[src/twowire_map.svh]
// Address map, bit positions and reset values of the two-wire block.
// Assumes the core's special-function bus uses 8-bit addresses.
`ifndef TWOWIRE_MAP_SVH
`define TWOWIRE_MAP_SVH

// ------------------------------------------------------------
// Register addresses
// ------------------------------------------------------------
`define TW_DATA_ADDR 8'h9a
`define TW_SADDR_ADDR 8'h9b
`define TW_CTRL_ADDR 8'he8

// ------------------------------------------------------------
// Reset values
// ------------------------------------------------------------
`define TW_DATA_RST 8'h00
`define TW_SADDR_RST 8'h55
`define TW_CTRL_RST 8'h00
`define TW_READ_IDLE 8'h00

// ------------------------------------------------------------
// Control register fields
// ------------------------------------------------------------
`define TW_BIT_DATA_OUT 7
`define TW_BIT_DATA_EN 6
`define TW_BIT_CLK_OUT 5
`define TW_BIT_DATA_IN 4
`define TW_BIT_ROLE 3
`define TW_BIT_SRST 2
`define TW_BIT_DIR 1
`define TW_BIT_DONE 0

// ------------------------------------------------------------
// Byte framing
// ------------------------------------------------------------
`define TW_BITS_PER_BYTE 4'd8
`define TW_CNT_ZERO 4'd0
`define TW_CNT_ONE 4'd1

`endif

[src/twowire_pkg.sv]
// Types shared by the two-wire block.
// Assumes nothing beyond a SystemVerilog compiler.
package twowire_pkg;

   // ------------------------------------------------------------
   // Slave byte engine states
   // ------------------------------------------------------------
   typedef enum logic [6:0] {
      ST_IDLE = 7'b0000001,
      ST_ADDR = 7'b0000010,
      ST_AACK = 7'b0000100,
      ST_RX = 7'b0001000,
      ST_RACK = 7'b0010000,
      ST_TX = 7'b0100000,
      ST_TACK = 7'b1000000
   } slave_state_t;

endpackage : twowire_pkg

[src/pin_sync.sv]
// Two-flop synchroniser for one asynchronous level.
// Assumes the input may change at any time relative to clk.
`timescale 1ns/1ps
module pin_sync #(
   parameter logic RST_VAL = 1'b1
) (
   input wire logic clk, // Core clock
   input wire logic rst, // Synchronous reset, active high
   input wire logic async_in, // Level from a pin
   output logic sync_out // Level safe to use in clk domain
);
   logic meta_reg;
   logic sync_reg;

   always_ff @(posedge clk) begin
      if (rst) begin
         meta_reg <= RST_VAL;
         sync_reg <= RST_VAL;
      end else begin
         meta_reg <= async_in;
         sync_reg <= meta_reg;
      end
   end

   assign sync_out = sync_reg;
endmodule : pin_sync

[src/twowire_core.sv]
// Two-wire serial block: software-driven master or hardware slave.
// Assumes an 8-bit register port at the core clock and pins that
// are resolved outside (value, enable). Pins pass a synchroniser.
`timescale 1ns/1ps
`include "twowire_map.svh"
module twowire_core
   import twowire_pkg::*;
(
   input wire logic clk, // Core clock, 25 MHz
   input wire logic rst, // Synchronous reset, active high
   input wire logic [7:0] sfr_addr, // Register address
   input wire logic sfr_wr, // Write strobe, one cycle
   input wire logic sfr_rd, // Read strobe, one cycle
   input wire logic [7:0] sfr_wdata, // Write data
   output logic [7:0] sfr_rdata, // Read data, valid cycle after strobe
   input wire logic spi_select_bit, // SPI owns the pins when high
   input wire logic serial_data_pin_in, // Data pin level
   output logic serial_data_pin_out, // Data pin drive value
   output logic serial_data_pin_oe, // Data pin drive enable
   input wire logic serial_clock_pin_in, // Clock pin level
   output logic serial_clock_pin_out, // Clock pin drive value
   output logic serial_clock_pin_oe // Clock pin drive enable
);
   // ------------------------------------------------------------
   // Pin sampling
   // ------------------------------------------------------------
   logic sda_s;
   logic scl_s;
   logic sda_q_reg;
   logic scl_q_reg;

   pin_sync #(.RST_VAL(1'b1)) u_sda_sync (
      .clk(clk),
      .rst(rst),
      .async_in(serial_data_pin_in),
      .sync_out(sda_s)
   );

   pin_sync #(.RST_VAL(1'b1)) u_scl_sync (
      .clk(clk),
      .rst(rst),
      .async_in(serial_clock_pin_in),
      .sync_out(scl_s)
   );

   always_ff @(posedge clk) begin
      if (rst) begin
         sda_q_reg <= 1'b1;
         scl_q_reg <= 1'b1;
      end else begin
         sda_q_reg <= sda_s;
         scl_q_reg <= scl_s;
      end
   end

   logic scl_rise;
   logic scl_fall;
   logic start_cond;
   logic stop_cond;
   assign scl_rise = scl_s & ~scl_q_reg;
   assign scl_fall = ~scl_s & scl_q_reg;
   assign start_cond = scl_s & scl_q_reg & sda_q_reg & ~sda_s;
   assign stop_cond = scl_s & scl_q_reg & ~sda_q_reg & sda_s;

   // ------------------------------------------------------------
   // Registers and control state
   // ------------------------------------------------------------
   logic [7:0] ctrl_reg, ctrl_next;
   logic [7:0] saddr_reg, saddr_next;
   logic [7:0] tx_reg, tx_next;
   logic [7:0] rx_reg, rx_next;
   logic [7:0] rdata_reg, rdata_next;
   slave_state_t state_reg, state_next;
   logic [7:0] shift_reg, shift_next;
   logic [3:0] cnt_reg, cnt_next;
   logic drive_low_reg, drive_low_next;
   logic dir_reg, dir_next;
   logic byte_done;

   logic role_master;
   logic slave_run;
   logic ctrl_wr;
   assign role_master = ctrl_reg[`TW_BIT_ROLE];
   assign ctrl_wr = sfr_wr && (sfr_addr == `TW_CTRL_ADDR);
   assign slave_run = ~role_master & ~ctrl_reg[`TW_BIT_SRST] & ~spi_select_bit;

   // ------------------------------------------------------------
   // Slave byte engine
   // ------------------------------------------------------------
   always_comb begin
      state_next = state_reg;
      shift_next = shift_reg;
      cnt_next = cnt_reg;
      drive_low_next = drive_low_reg;
      dir_next = dir_reg;
      rx_next = rx_reg;
      byte_done = 1'b0;
      if (!slave_run) begin
         state_next = ST_IDLE;
         drive_low_next = 1'b0;
         cnt_next = `TW_CNT_ZERO;
      end else if (start_cond) begin
         state_next = ST_ADDR;
         dir_next = 1'b0;
         drive_low_next = 1'b0;
         cnt_next = `TW_CNT_ZERO;
      end else if (stop_cond) begin
         state_next = ST_IDLE;
         drive_low_next = 1'b0;
      end else begin
         case (state_reg)
            ST_ADDR, ST_RX: begin
               if (scl_rise) begin
                  shift_next = {shift_reg[6:0], sda_s};
                  cnt_next = cnt_reg + `TW_CNT_ONE;
               end else if (scl_fall && cnt_reg == `TW_BITS_PER_BYTE) begin
                  cnt_next = `TW_CNT_ZERO;
                  if (state_reg == ST_RX) begin
                     rx_next = shift_reg;
                     byte_done = 1'b1;
                     state_next = ST_RACK;
                     drive_low_next = 1'b1;
                  end else if (shift_reg[7:1] == saddr_reg[6:0]) begin
                     state_next = ST_AACK;
                     drive_low_next = 1'b1;
                     dir_next = shift_reg[0];
                  end else begin
                     state_next = ST_IDLE;
                  end
               end
            end
            ST_AACK, ST_RACK: begin
               if (scl_fall) begin
                  if (dir_reg) begin
                     state_next = ST_TX;
                     shift_next = tx_reg;
                     drive_low_next = ~tx_reg[7];
                  end else begin
                     state_next = ST_RX;
                     drive_low_next = 1'b0;
                  end
               end
            end
            ST_TX: begin
               if (scl_rise) begin
                  cnt_next = cnt_reg + `TW_CNT_ONE;
               end else if (scl_fall) begin
                  if (cnt_reg == `TW_BITS_PER_BYTE) begin
                     byte_done = 1'b1;
                     cnt_next = `TW_CNT_ZERO;
                     state_next = ST_TACK;
                     drive_low_next = 1'b0;
                  end else begin
                     shift_next = {shift_reg[6:0], 1'b0};
                     drive_low_next = ~shift_reg[6];
                  end
               end
            end
            ST_TACK: begin
               // Master's not-acknowledge ends the read
               if (scl_rise && sda_s) begin
                  state_next = ST_IDLE;
               end else if (scl_fall) begin
                  state_next = ST_TX;
                  shift_next = tx_reg;
                  drive_low_next = ~tx_reg[7];
               end
            end
            default: begin
               state_next = ST_IDLE;
            end
         endcase
      end
   end

   always_ff @(posedge clk) begin
      if (rst) begin
         state_reg <= ST_IDLE;
         shift_reg <= 8'h00;
         cnt_reg <= `TW_CNT_ZERO;
         drive_low_reg <= 1'b0;
         dir_reg <= 1'b0;
         rx_reg <= `TW_DATA_RST;
      end else begin
         state_reg <= state_next;
         shift_reg <= shift_next;
         cnt_reg <= cnt_next;
         drive_low_reg <= drive_low_next;
         dir_reg <= dir_next;
         rx_reg <= rx_next;
      end
   end

   // ------------------------------------------------------------
   // Register file
   // ------------------------------------------------------------
   always_comb begin
      ctrl_next = ctrl_reg;
      saddr_next = saddr_reg;
      tx_next = tx_reg;
      rdata_next = rdata_reg;
      if (ctrl_wr) begin
         ctrl_next[7:5] = sfr_wdata[7:5];
         ctrl_next[`TW_BIT_ROLE] = sfr_wdata[`TW_BIT_ROLE];
         ctrl_next[`TW_BIT_SRST] = sfr_wdata[`TW_BIT_SRST];
         ctrl_next[`TW_BIT_DONE] = sfr_wdata[`TW_BIT_DONE];
      end
      if (sfr_wr && sfr_addr == `TW_SADDR_ADDR) begin
         saddr_next = sfr_wdata;
      end
      if (sfr_wr && sfr_addr == `TW_DATA_ADDR) begin
         tx_next = sfr_wdata;
      end
      if (role_master && !ctrl_reg[`TW_BIT_DATA_EN] && scl_rise) begin
         ctrl_next[`TW_BIT_DATA_IN] = sda_s;
      end
      ctrl_next[`TW_BIT_DIR] = dir_reg & slave_run & (state_reg != ST_IDLE);
      if (byte_done) begin
         ctrl_next[`TW_BIT_DONE] = 1'b1;
      end
      if (sfr_rd) begin
         if (sfr_addr == `TW_CTRL_ADDR) begin
            rdata_next = ctrl_reg;
         end else if (sfr_addr == `TW_SADDR_ADDR) begin
            rdata_next = saddr_reg;
         end else if (sfr_addr == `TW_DATA_ADDR) begin
            rdata_next = rx_reg;
         end else begin
            rdata_next = `TW_READ_IDLE;
         end
      end
   end

   always_ff @(posedge clk) begin
      if (rst) begin
         ctrl_reg <= `TW_CTRL_RST;
         saddr_reg <= `TW_SADDR_RST;
         tx_reg <= `TW_DATA_RST;
         rdata_reg <= `TW_READ_IDLE;
      end else begin
         ctrl_reg <= ctrl_next;
         saddr_reg <= saddr_next;
         tx_reg <= tx_next;
         rdata_reg <= rdata_next;
      end
   end

   assign sfr_rdata = rdata_reg;

   // ------------------------------------------------------------
   // Pin drive
   // ------------------------------------------------------------
   // SPI takes the pins
   always_comb begin
      serial_data_pin_out = 1'b0;
      serial_data_pin_oe = 1'b0;
      serial_clock_pin_out = 1'b1;
      serial_clock_pin_oe = 1'b0;
      if (!spi_select_bit) begin
         if (role_master) begin
            serial_data_pin_out = ctrl_reg[`TW_BIT_DATA_OUT];
            serial_data_pin_oe = ctrl_reg[`TW_BIT_DATA_EN];
            serial_clock_pin_out = ctrl_reg[`TW_BIT_CLK_OUT];
            serial_clock_pin_oe = 1'b1;
         end else begin
            // Open-drain: slave only pulls low
            serial_data_pin_oe = drive_low_reg & slave_run;
         end
      end
   end
endmodule : twowire_core

[config.mk]
export PLATFORM = sky130hd
export DESIGN_NAME = twowire_core
export DESIGN_NICKNAME = d
export VERILOG_FILES = /design/src/twowire_pkg.sv /design/src/pin_sync.sv /design/src/twowire_core.sv
export VERILOG_INCLUDE_DIRS = /design/src /design/src/src
export SDC_FILE = /design/constraint.sdc
export NUM_CORES = 1
export LEC_CHECK = 0
export ABC_AREA = 1
export BUFFER_PORTS_ARGS = -buffer_cell sky130_fd_sc_hd__buf_2
export CAP_MARGIN = 15
export CORE_MARGIN = 2
export CORE_UTILIZATION = 45
export DETAILED_ROUTE_END_ITERATION = 10
export GPL_TIMING_DRIVEN = 0
export MAX_ROUTING_LAYER = met4
export PLACE_DENSITY = 0.69
export REMOVE_ABC_BUFFERS = 1
export SLEW_MARGIN = 10
export SYNTH_ARGS = -nofsm -noshare
export SYNTH_HDL_FRONTEND = slang
export SYNTH_HIERARCHICAL = 1
export SYNTH_SLANG_ARGS = --single-unit
[constraint.sdc]
create_clock -name clk -period 2.9 [get_ports clk]
set_clock_uncertainty 0.05 [all_clocks]
set_input_delay 0.29 -clock clk [delete_from_list [all_inputs] [get_ports clk]]
set_output_delay 0.29 -clock clk [all_outputs]
set_load 0.02 [all_outputs]
==> summary.md <==
| Metric | Value |
|---|---|
| Leading cell types in the layout, fill and taps excluded | `157 x nand2_1, 76 x inv_1, 67 x dfxtp_1, 65 x nor2_1, 59 x nand3_1` |
| Die area | `about 0.0086 sq mm` |
| Layout Cells excl Fill | `696` |
| CP required | `3.12 ns` |
| Post_cts resized | `0` |
| DRT Pass-1 Iters | `5` |
| Fin crit period | `2.19 ns` |
| Mean Syn Cell Area | `6.39 sq um` |
| Wire per inst | `between 10 and 15 um` |
| DR vias | `3,545` |
| FF/Latch Area | `0.00134 sq mm` |
| Final setup viols | `0` |
| Hold Vio Cnt, Final | `0` |
| Setup crit end kind | `register` |
| Commonest non-fill, non-tap cell in the layout | `nand2_1` |
| M2 GR Usage | `about 40%` |
| Placeable Area | `just under 0.008 sq mm` |
| Status | `complete, no violations` |
| Root buf cell | `clkbuf_8` |
| Startpoint types | `register` |
| Die width | `92.9 um` |
| Worst r2r path cells | `10` |
| Post-Layout Inst Area | `0.00400 sq mm` |
| Register area share after synthesis | `approximately 38%` |
| Hold-fix buffers, CTS | `0` |
| Fillers | `roughly 800` |
| CP Cell Sequence | `inv_1 > ha_1 > nand2_1 > nor2_1 > nand2_1 > nor3_1 > nand2_1 > inv_1 > nor2_1 > nor2_1` |
| First-pass GRT wire length | `around 15 mm` |
| Clock transition at path regs | `0.07 ns` |
| EDFF count, synth | `0` |
| YS warnings | `6` |
| I/O Pins | `35` |
| Critical Path Max Stage Delay | `0.35 ns` |
| Crit path max fanout | `9` |
| GRT busiest layer | `met2` |
| R2R Path End | `rx_reg[0]` |
| Worst Hold Class | `input port to register` |
| Worst slew pin tran | `0.797 ns` |
| Clock Tree Buf Depth | `2` |
| Worst skew pair latency | `around 0.34 ns` |
| Gp weighted congestion | `0.934` |
| Setup TNS Final | `0 ns` |
| Clock sinks | `67` |
| Mapped cell area | `0.00355 sq mm` |
| Setup repair bufs after CTS | `0` |
| Synthesis-to-layout area growth | `12.5%` |
| Initial Util | `~46%` |
| End point of the worst hold path | `u_sda_sync/meta_reg` |
| DRT iter0 DRCs | `233` |
| Number of routed nets with antenna violations | `0` |
| Vias in the first global route | `around 3,300` |
| Max Fclk | `around 0.46 GHz` |
| Final Slew Violations | `0` |
| Top FF cell, synth | `dfxtp_1` |
| P_leak | `0.00177 uW` |
| Yosys cell types | `32` |
| Reg2Reg Setup Slack | `0.71 ns` |
| Placed cell area | `roughly 0.0038 sq mm` |
| Largest net degree at the start of global routing | `30` |
| Final worst-path cycle share | `75.5%` |
| Antenna cells | `0` |
| Cts bufs inserted | `9` |
| Layout cells sized above 1 | `a little over a tenth` |
| CTS tree | `yes` |
| Synthesized flop and latch total | `67` |
| Critical Path AT | `2.41 ns` |
| Residual DRC | `0` |
| Initial antenna violation count | `0` |
| Cell Pwr Density | `466 mW/mm^2` |
| WHS Path Cells | `3` |
| Post-Route Utilization | `between 50% and 60%` |
| Detailed Place HPWL | `6.74 mm` |
| Min-delay src | `serial_data_pin_in` |
| RSZ-0062 raised after global routing | `false` |
| Grt met3 use | `5.04%` |
| Chip height | `92.9 um` |
| Rel. slew slack | `a little under half` |
| Slowest CP cell | `dfxtp_1` |
| H-Tree Depth | `3` |
| Met1 layer usage reported by global route | `25.9%` |
| R2r startpoint | `cnt_reg[0]` |
| Drt total wl | `9.00 mm` |
| Input/output buffers | `34` |
| Total gr overflow | `0` |
| Async set-or-reset flop fraction in the synthesized netlist | `0%` |
| Row Count | `32` |
| Max VDD drop | `0.226 mV` |
| GRT Util Overall | `22.7%` |
| Routed vias/inst | `5.09` |
| Maxcap violations | `0` |
| Placed cells | `680` |
| Nets@finish | `617` |
| Crit path kind | `register to register` |
| Gate Count Post-Synth | `556` |
| Area of the multi-input gates | `0.00186 sq mm` |
critical path, delay by kind of cell (launching register included):
family	cells	cell delay (ns)
simple gates	7	1.22
flops	1	0.35
buf+inv	2	0.34
fa+ha+maj	1	0.15
layer usage:
layer,part of all wire [%],vias to the layer above
met1,44,1601
met3,5.0,23
li1,-,1829
met5,0,-
met4,2.5,0
met2,49,92
Yosys cell counts (all sizes together), types with 2 or more instances:
cell | instances | area [sq um]
nand2 | 159 | 607
inv | 78 | 293
nor2 | 71 | 302
dfxtp | 67 | 1340
nand3 | 62 | 325
a21oi | 49 | 245
o21ai | 32 | 160
clkbuf | 7 | 26.3
nor3 | 7 | 35.0
buf | 5 | 35.0
ha | 5 | 62.6
nand4 | 3 | 18.8
nor4 | 2 | 33.8
xnor2 | 2 | 17.5
per-stage QoR:
stage | total power [uW] | setup WS, ns | hold WS [ns]
CTS | 1890 | 0.740 | 0.0471
finish | 1860 | 0.712 | 0.0661
global route | 1940 | 0.458 | 0.0548
detailed placement | 1050 | 0.678 | 0.357
global placement | 1050 | 0.699 | 0.345
floorplan | 1000 | 1.19 | 0.309
area by class of cell:
cell class | count | area share [%]
clock buffers | 11 | 3.28
clock inverters | 5 | 1.94
inverters | 78 | 7.32
multi-input cells | 399 | 46.5
flip-flops and latches | 67 | 33.5
well taps | 102 | 3.19
repair buffers | 34 | 4.25
power breakdown:
part	switching [uW]	internal, uW	total [uW]
clock network	354	482	836
logic	70.4	29.7	100
registers	3.48	924	928
worst max-delay path by stage:
stage | startpoint | end | slack (ns) | cells after the start
final | cnt_reg[0] | rx_reg[0] | 0.71 | 10
after detailed placement | sfr_addr[5] | tx_reg[7] | 0.68 | 6
after floorplan | sfr_addr[5] | tx_reg[7] | 1.19 | 5
after global routing | cnt_reg[0] | rx_reg[5] | 0.46 | 10
after global placement | sfr_addr[5] | tx_reg[7] | 0.70 | 6
after CTS | cnt_reg[0] | rx_reg[0] | 0.74 | 10
cells by family (layout without fill, tap and decap cells):
kind of cell    count (synthesis)  in the layout  share of synthesized area [%]
flops                          67             67                           37.7
compound gates                 86             86                           12.5
buf+inv                        90            128                           9.96
xor+xnor                        3              3                          0.739
simple gates                  305            305                           37.3
fa+ha+maj                       5              5                           1.76
Note: power is estimated with default switching activity, not from simulation.
